==> src/rtl/pll_scan_pkg.sv <==
package pll_scan_pkg;
	localparam int CHAIN_BITS = 144;
	localparam int NUM_OUT = 5;
	localparam int NUM_GROUPS = 7;
	localparam int GROUP_BITS = 18;
	localparam int COUNT_W = 8;
	localparam int RATIO_W = 9;
	localparam int BIT_CNT_W = 8;
	// Field positions inside one divider group.
	localparam int LOW_LSB = 0;
	localparam int BYPASS_BIT = 8;
	localparam int HIGH_LSB = 9;
	localparam int ODD_BIT = 17;
	// Group order in the chain, counted from the first bit shifted in.
	localparam int M_GRP = 5;
	localparam int N_GRP = 6;
	// Bandwidth fields after the seven divider groups.
	localparam int PUMP_LSB = 126;
	localparam int PUMP_W = 3;
	localparam int FILT_LSB = 135;
	localparam int RES_W = 5;
	localparam int CAP_LSB = 140;
	localparam int CAP_W = 2;
	// Timing at 125 MHz.
	localparam int CLK_MHZ = 125;
	localparam int SCAN_HALF_CYC = 2;
	localparam int UPDATE_NS = 40;
	localparam int UPDATE_CYC = (UPDATE_NS * CLK_MHZ + 999) / 1000;
	localparam int ARESET_NS = 100;
	localparam int ARESET_CYC = (ARESET_NS * CLK_MHZ + 999) / 1000;
	localparam int LOCK_NS = 800;
	localparam int LOCK_CYC = (LOCK_NS * CLK_MHZ + 999) / 1000;
	localparam int TIMER_W = 8;
	typedef enum logic [3:0] {
		CT_IDLE = 4'h0,
		CT_ARM = 4'h1,
		CT_GATE = 4'h2,
		CT_SHIFT = 4'h3,
		CT_RELEASE = 4'h4,
		CT_APPLY = 4'h5,
		CT_WAIT_HI = 4'h6,
		CT_WAIT_LO = 4'h7,
		CT_RESET = 4'h8
	} ctrl_state_t;
endpackage : pll_scan_pkg

==> src/rtl/pll_scan_if.sv <==
`timescale 1ns/1ps
interface pll_scan_if;
	logic scan_clk;
	logic scan_clk_ena;
	logic scan_data;
	logic config_update;
	logic scan_done;
	logic areset;
	modport ctrl (
		output scan_clk, scan_clk_ena, scan_data, config_update, areset,
		input scan_done
	);
	modport pll (
		input scan_clk, scan_clk_ena, scan_data, config_update, areset,
		output scan_done
	);
endinterface : pll_scan_if

==> src/rtl/pll_scan_device.sv <==
`timescale 1ns/1ps
module pll_scan_device (
	input wire logic clk,
	input wire logic rst_n,
	pll_scan_if.pll link,
	output logic [pll_scan_pkg::NUM_OUT-1:0] out_clk,
	output logic [pll_scan_pkg::CHAIN_BITS-1:0] active_q,
	output logic [pll_scan_pkg::PUMP_W-1:0] pump_current_code,
	output logic [pll_scan_pkg::RES_W-1:0] filter_resistor_code,
	output logic [pll_scan_pkg::CAP_W-1:0] filter_capacitor_code,
	output logic bandwidth_valid_q,
	output logic locked_q
);
	import pll_scan_pkg::*;

	logic sclk_prev_q;
	logic rise;
	logic armed_q;
	logic [CHAIN_BITS-1:0] chain_q;
	logic done_q;
	logic [TIMER_W-1:0] upd_q;
	logic [TIMER_W-1:0] lock_q;
	logic pump_ok;
	logic res_ok;
	logic cap_ok;

	////////////////////////////////////////////////////////////////////////////////
	// The scan clock comes from logic on our own clock, so only its edge is detected.
	assign rise = link.scan_clk && !sclk_prev_q;

	always_ff @(posedge clk or negedge rst_n) begin
		if (!rst_n) begin
			sclk_prev_q <= 1'b0;
		end else begin
			sclk_prev_q <= link.scan_clk;
		end
	end

	// The first rising edge with the gate high only arms the chain.
	always_ff @(posedge clk or negedge rst_n) begin
		if (!rst_n) begin
			armed_q <= 1'b0;
		end else if (rise) begin
			armed_q <= link.scan_clk_ena;
		end
	end

	// New bits enter at the top, so the first bit ends at index 0.
	always_ff @(posedge clk or negedge rst_n) begin
		if (!rst_n) begin
			chain_q <= '0;
		end else if (rise && link.scan_clk_ena && armed_q) begin
			chain_q <= {link.scan_data, chain_q[CHAIN_BITS-1:1]};
		end
	end

	////////////////////////////////////////////////////////////////////////////////
	// Apply wins over a simultaneous reset so that an update is never lost.
	always_ff @(posedge clk or negedge rst_n) begin
		if (!rst_n) begin
			done_q <= 1'b0;
			upd_q <= '0;
			active_q <= '0;
		end else if (rise && link.config_update && !done_q) begin
			done_q <= 1'b1;
			upd_q <= TIMER_W'(UPDATE_CYC - 1);
		end else if (done_q && upd_q != '0) begin
			upd_q <= upd_q - TIMER_W'(1);
		end else if (done_q) begin
			active_q <= chain_q;
			done_q <= 1'b0;
		end else if (link.areset) begin
			done_q <= 1'b0;
		end
	end

	assign link.scan_done = done_q;

	// Lock restarts after every reset pulse and after every update.
	always_ff @(posedge clk or negedge rst_n) begin
		if (!rst_n) begin
			lock_q <= '0;
			locked_q <= 1'b0;
		end else if (link.areset || done_q) begin
			lock_q <= '0;
			locked_q <= 1'b0;
		end else if (lock_q == TIMER_W'(LOCK_CYC - 1)) begin
			locked_q <= 1'b1;
		end else begin
			lock_q <= lock_q + TIMER_W'(1);
		end
	end

	////////////////////////////////////////////////////////////////////////////////
	assign pump_current_code = active_q[PUMP_LSB +: PUMP_W];
	assign filter_resistor_code = active_q[FILT_LSB +: RES_W];
	assign filter_capacitor_code = active_q[CAP_LSB +: CAP_W];

	always_comb begin
		pump_ok = (pump_current_code == 3'h0) || (pump_current_code == 3'h1) ||
			(pump_current_code == 3'h3) || (pump_current_code == 3'h7);
		case (filter_resistor_code)
			5'h00, 5'h03, 5'h04, 5'h08, 5'h10, 5'h13: res_ok = 1'b1;
			5'h14, 5'h18, 5'h1B, 5'h1C, 5'h1E: res_ok = 1'b1;
			default: res_ok = 1'b0;
		endcase
		cap_ok = (filter_capacitor_code != 2'h2);
	end

	// Out-of-table codes are still loaded; this flag only reports them.
	always_ff @(posedge clk or negedge rst_n) begin
		if (!rst_n) begin
			bandwidth_valid_q <= 1'b1;
		end else begin
			bandwidth_valid_q <= pump_ok && res_ok && cap_ok;
		end
	end

	////////////////////////////////////////////////////////////////////////////////
	// Output dividers, with the core clock standing in for the oscillator.
	for (genvar k = 0; k < NUM_OUT; k++) begin : g_div
		localparam int BASE = (NUM_OUT - 1 - k) * GROUP_BITS;
		logic [COUNT_W-1:0] hi;
		logic [COUNT_W-1:0] lo;
		logic byp;
		logic odd;
		logic [RATIO_W-1:0] ratio;
		logic [RATIO_W-1:0] cnt_q;
		logic [RATIO_W-1:0] cnt_d;
		logic high_q;
		logic fall_q;

		assign hi = active_q[BASE + HIGH_LSB +: COUNT_W];
		assign lo = active_q[BASE + LOW_LSB +: COUNT_W];
		assign byp = active_q[BASE + BYPASS_BIT];
		assign odd = active_q[BASE + ODD_BIT];
		assign ratio = {1'b0, hi} + {1'b0, lo};
		assign cnt_d = (cnt_q + RATIO_W'(1) >= ratio) ? '0 : cnt_q + RATIO_W'(1);

		always_ff @(posedge clk or negedge rst_n) begin
			if (!rst_n) begin
				cnt_q <= '0;
				high_q <= 1'b0;
			end else begin
				cnt_q <= cnt_d;
				high_q <= (cnt_d < {1'b0, hi});
			end
		end

		// Marks the last high cycle so odd mode can drop half a cycle early.
		always_ff @(negedge clk or negedge rst_n) begin
			if (!rst_n) begin
				fall_q <= 1'b0;
			end else begin
				fall_q <= high_q && (cnt_q + RATIO_W'(1) == {1'b0, hi});
			end
		end

		// Bypass ignores every other field of the group, at the cost of a gated clock path.
		assign out_clk[k] = byp ? clk : (high_q && !(odd && fall_q));
	end
endmodule : pll_scan_device

==> src/flat_wrapper.sv <==
// flat-port wrapper written by rule: the top's interface ports become plain ports
module pll_scan_device_flat import pll_scan_pkg::*;
  (clk, rst_n, out_clk, active_q, pump_current_code, filter_resistor_code, filter_capacitor_code, bandwidth_valid_q, locked_q, link_scan_clk, link_scan_clk_ena, link_scan_data, link_config_update, link_areset, link_scan_done);
  pll_scan_if link_i ();
  input wire logic clk;
  input wire logic rst_n;
  output logic [pll_scan_pkg::NUM_OUT-1:0] out_clk;
  output logic [pll_scan_pkg::CHAIN_BITS-1:0] active_q;
  output logic [pll_scan_pkg::PUMP_W-1:0] pump_current_code;
  output logic [pll_scan_pkg::RES_W-1:0] filter_resistor_code;
  output logic [pll_scan_pkg::CAP_W-1:0] filter_capacitor_code;
  output logic bandwidth_valid_q;
  output logic locked_q;
  input wire logic [$bits(link_i.scan_clk)-1:0] link_scan_clk;
  input wire logic [$bits(link_i.scan_clk_ena)-1:0] link_scan_clk_ena;
  input wire logic [$bits(link_i.scan_data)-1:0] link_scan_data;
  input wire logic [$bits(link_i.config_update)-1:0] link_config_update;
  input wire logic [$bits(link_i.areset)-1:0] link_areset;
  output wire logic [$bits(link_i.scan_done)-1:0] link_scan_done;
  assign link_i.scan_clk = link_scan_clk;
  assign link_i.scan_clk_ena = link_scan_clk_ena;
  assign link_i.scan_data = link_scan_data;
  assign link_i.config_update = link_config_update;
  assign link_i.areset = link_areset;
  assign link_scan_done = link_i.scan_done;
  pll_scan_device u_core (.clk(clk), .rst_n(rst_n), .link(link_i), .out_clk(out_clk), .active_q(active_q), .pump_current_code(pump_current_code), .filter_resistor_code(filter_resistor_code), .filter_capacitor_code(filter_capacitor_code), .bandwidth_valid_q(bandwidth_valid_q), .locked_q(locked_q));
endmodule
==> config.mk <==
export PLATFORM = sky130hd
export DESIGN_NAME = pll_scan_device_flat
export DESIGN_NICKNAME = d
export VERILOG_FILES = /design/src/rtl/pll_scan_pkg.sv /design/src/rtl/pll_scan_if.sv /design/src/rtl/pll_scan_device.sv /design/src/flat_wrapper.sv
export SDC_FILE = /design/constraint.sdc
export NUM_CORES = 1
export LEC_CHECK = 0
export BUFFER_PORTS_ARGS = -buffer_cell sky130_fd_sc_hd__buf_2
export CORE_MARGIN = 10
export CORE_UTILIZATION = 54
export CTS_CLUSTER_DIAMETER = 80
export DETAILED_ROUTE_END_ITERATION = 7
export MAX_ROUTING_LAYER = met4
export PLACE_DENSITY = 0.87
export SKIP_LAST_GASP = 1
export SLEW_MARGIN = 20
export SYNTH_ARGS = -nofsm -noshare
export SYNTH_HDL_FRONTEND = slang
export SYNTH_SLANG_ARGS = --single-unit
export TNS_END_PERCENT = 1
==> constraint.sdc <==
create_clock -name clk -period 3.9 [get_ports clk]
set_input_delay 0.39 -clock clk [delete_from_list [all_inputs] [get_ports clk]]
set_output_delay 0.39 -clock clk [all_outputs]
set_load 0.02 [all_outputs]
---- Word level (Yosys, flattened, before mapping) ----
Memories as Yosys holds them, arrays and structs flattened.
Cells that the tools add are included.
cells by class
  bitwise logic cells ..................... 2
  $lt $le $gt $ge ......................... 10
  eq/ne operators ......................... 12
  multiplexer cells ....................... 18
  add/sub/neg operators ................... 12
  reduce and logical (&&, ||, !) cells .... 39
operators with widths
  operator                                             count
  adder 8 x 8 -> 9 bit                                 5
  adder 9 x 1 -> 9 bit, second input constant          5
  equality test 9 x 8 -> 1 bit                         5
  greater-or-equal comparator 9 bit                    5
  < comparator 9 x 8 -> 1 bit                          5
  two-way mux 9 bit                                    5
  two-way mux 8 bit                                    4
  logical AND 1 bit                                    23
  two-way mux 1 bit                                    9
  adder 8 x 1 -> 8 bit, second input constant          1
  equality test 8 x 7 -> 1 bit, second input constant  1
  nonzero test 8 bit                                   1
  subtractor 8 x 1 -> 8 bit, second input constant     1
  zero test 1 bit                                      7
  logical OR 1 bit                                     4
  != test 2 x 1 -> 1 bit, second input constant        2
  nonzero test 2 bit                                   2
  equality test 3 x 1 -> 1 bit, second input constant  1
  equality test 3 x 2 -> 1 bit, second input constant  1
  equality test 3 bit, second input constant           1
  zero test 3 bit                                      1
  AND reduction 3 bit                                  1
  != test 2 bit, second input constant                 1
  NOT 1 bit                                            2
word-level totals
  register bits after elaboration ......... 364
  memories ................................ 1
  logic and storage cells ................. 118
  ROM bits ................................ 32
memory list
  name             depth  bits a word  rd ports  clocked after Yosys merged registers in  write ports  line                    RTL
  (no name shown)  32     1            1         0                                        0            pll_scan_device.sv:102  case (filter_resistor_code)

---- Longest topological paths before layout ----
  depth after elaboration ................. 6
  depth in mapped cells ................... 20
  depth with buffers taken out ............ 20

==> results.toml <==
[synth]
netlist_top_cells_count = "dfrtp_1, mux2_2, ha_1"
synthCells = 1450
synthesis.yosys.warnings = 0
async_reset_ff_share_pct = 100.0
syn_nets = 1591
avgSynthCellArea_um2 = 12.62
synth_ff_type = "dfrtp_1"
synth_area_leaders = "dfrtp_1, mux2_2, ha_1"
synth_cell_type_count = 60
netlist_area_mm2 = 0.01829
synth-edff-count = 0
synth_area_leader_cell = "dfrtp_1"
ys_ff_latch = 364
synth_top_area_share_pct = 48.97
ys_seq_area_share_pct = 49.80
synth_most_common_cell = "dfrtp_1"

[power]
p_total_mw = 8.862
vdd_drop_max_mv = 0.3897
p_per_area_mw_per_mm2 = 403.9
leakagePower_nw = 11.65

[die]
coreArea_mm2 = 0.03345
rows = 67
die_w_um = 204.1
io_pins = 169
die_area_mm2 = 0.04164
die_y_um = 204.1
initial_core_util_pct = 54.69

[global_routing]
antenna_found_initial = 2
grt_pass1_wl_mm = 67.92
grt_pass1_vias = 13270
grt_usage_pct = 20.49
overflow = 0
grt_max_degree = 111

[place]
placed_area_mm2 = 0.01999
portBuffers = 168
gp_congestion = 0.9100
hpwlAfterDp_mm = 28.64
place_worst_setup_slack_ns = -0.1957

[job]
maxCapViolations = 0

[setup_path]
cp_top_family = "compound AO/OA/AOI/OAI gates"
endpoint_kind = "register"
crit_buf_inv = 2
path_common_cell = "ha_1"
worstSetupPathType = "register to register"
crit_start = "u_core.active_q[18]$_DFFE_PN0P_"
rr_startpoint = "u_core.active_q[18]$_DFFE_PN0P_"
crit_slowest_cell = "dfrtp_2"
crit_path_max_fanout = 5
critPathMaxStageDelay_ns = 0.37
required_ns = 4.48
worstPathArrival_ns = 4.56
crit_path_start_kind = "register"
worstPathCellList = "ha_1 > inv_1 > fa_2 > nor2b_2 > o21ai_2 > a21oi_2 > o21ai_0 > a21bo_2 > ha_1 > and4_1 > a21oi_1 > o211ai_1 > buf_4 > nor2_2 > ha_1 > a21o_1 > a21o_1 > a211oi_2 > o221a_2"

[sta]
finalCritPeriodShare_pct = 101.9
tightest_slew_ns = 0.9605
setup_viol = 6
finalClockSkew_ns = 0.03899
slew_violations = 0
slew_headroom_pct = 35.97
hold_slack_ns = 0.08656
finalHoldViolCount = 0
setup_ws_ns = -0.07464
finalSetupTns_ns = -0.2477
fmaxAchievable_mhz = 251.6
rsz0062_at_grt = "true"
fin_crit_ns = 3.975

[outcome]
violations = "setup timing"
outcome = "finished, violations left"

[cts]
cts_tree = "done"
clk_latency_ns = 0.67
path_clk_slew_ns = 0.06

[hold_path]
hold_path_class = "input port to register"
hold_start = "link_scan_clk_ena"

[detailed_routing]
remaining_drc_errors = 0
vias = 12240
wl_per_cell_um = 18.87
final_antenna_net_count = 0
dr.pass1.iters = 5
drt_wl_total_mm = 41.33
dr.first_iter.drc_count = 654
via_per_inst = 5.589

[final_layout]
layout.nets = 1846
finalInstanceArea_mm2 = 0.02194
drive_above_1_share_pct = 39.32
syn_to_final_growth_pct = 19.93
[power breakdown]
group	switching [mW]	internal (mW)
Combinational	0.361	0.232
Sequential	0.101	3.88
Clock	1.63	2.66
Total	2.10	6.77
[routing by layer]
layer / vias to the layer above / track usage [%] / wire length, um
li1: 5649 / - / -
met5: - / - / 0
met4: 0 / 7.273 / 1139
met3: 98 / 4.200 / 1882
met1: 6208 / 25.30 / 17940
met2: 286 / 32.97 / 20360
[state kept, by name (all words and copies together) (netlist names)]
| signal | flops |
|---|---|
| u_core.active_q | 144 |
| u_core.chain_q | 144 |
| u_core.g_div.cnt_q | 45 |
| u_core.lock_q | 8 |
| u_core.upd_q | 8 |
| u_core.g_div.fall_q | 5 |
| u_core.g_div.high_q | 5 |
| u_core.armed_q | 1 |
| u_core.bandwidth_valid_q | 1 |
| u_core.link.scan_done | 1 |
| u_core.locked_q | 1 |
| u_core.sclk_prev_q | 1 |
[logic make-up after synthesis]
kind of cell    after synthesis  share of synthesized area [%]
simple gates                255                          6.915
xor+xnor                    103                          5.233
compound gates              162                          5.896
mux                         297                          19.47
buf+inv                     135                          3.317
fa+ha+maj                   134                          9.371
flops                       364                          49.80
[path summary, 6_finish.rpt]
| kind | slack (ns) | depth (start not counted) | to |
|---|---|---|---|
| min | 0.09 | 2 | u_core.armed_q$_DFFE_PN0P_ |
| min in group asynchronous | 0.25 | 2 | u_core.active_q[22]$_DFFE_PN0P_ |
| max in group asynchronous | 1.49 | 2 | u_core.g_div[2].fall_q$_DFF_NN0_ |
| max | -0.07 | 19 | u_core.g_div[3].high_q$_DFF_PN0_ |
| max reg2reg | -0.07 | 19 | u_core.g_div[3].high_q$_DFF_PN0_ |
| min reg2reg | 0.47 | 1 | u_core.upd_q[7]$_DFFE_PN0P_ |
[repair_timing]
action / CTS / global route
buffers inserted: 16 / 4
pin swaps: 22 / 19
resized for setup: 39 / 26
hold buffers: 3 / 0
endpoints found under the setup margin: 9 / 11
cloned: 0 / 1
hold endpoints to repair: 43 / 0
[cells in the final DEF (no fill, tap or decap), types with 8 or more instances in the layout]
cell type  netlist  routed
dfrtp_1        358     348
mux2_2         230     230
buf_2            8     168
ha_1           129     121
inv_1           94      92
nor2_1          84      79
buf_4           10      74
mux2_4          60      60
xnor2_1         51      51
xor2_1          48      48
clkbuf_16        0      44
nand3_1         42      40
nand2_1         40      40
a21oi_1         33      28
o21ai_0         36      27
nor2b_1         23      19
a21o_1          17      17
nand4_1         11      11
o21a_1          10      10
or3_1           10      10
dfrtp_2          0      10
nand2b_1         9       9
o211ai_1         9       9
a211oi_1        11       8
[area by class of cell]
cell class	count	area [um^2]
inverter	94	352.8
fill	2315	11510
clock buffer	62	1235
clock inverter	20	304.0
multi-input combinational	951	8861
tap	448	560.5
sequential	364	9123
timing repair buffer	246	1490
antenna	5	12.51
[through the flow]
stage / cells / utilization (%)
after floorplan: 1450 / -
after global placement: 2084 / 59.78
after detailed placement: 2084 / 59.78
after CTS: 2180 / 65.18
after global routing: 2190 / 65.59
final: 2190 / 65.59
(Power assumes the default switching activity.)
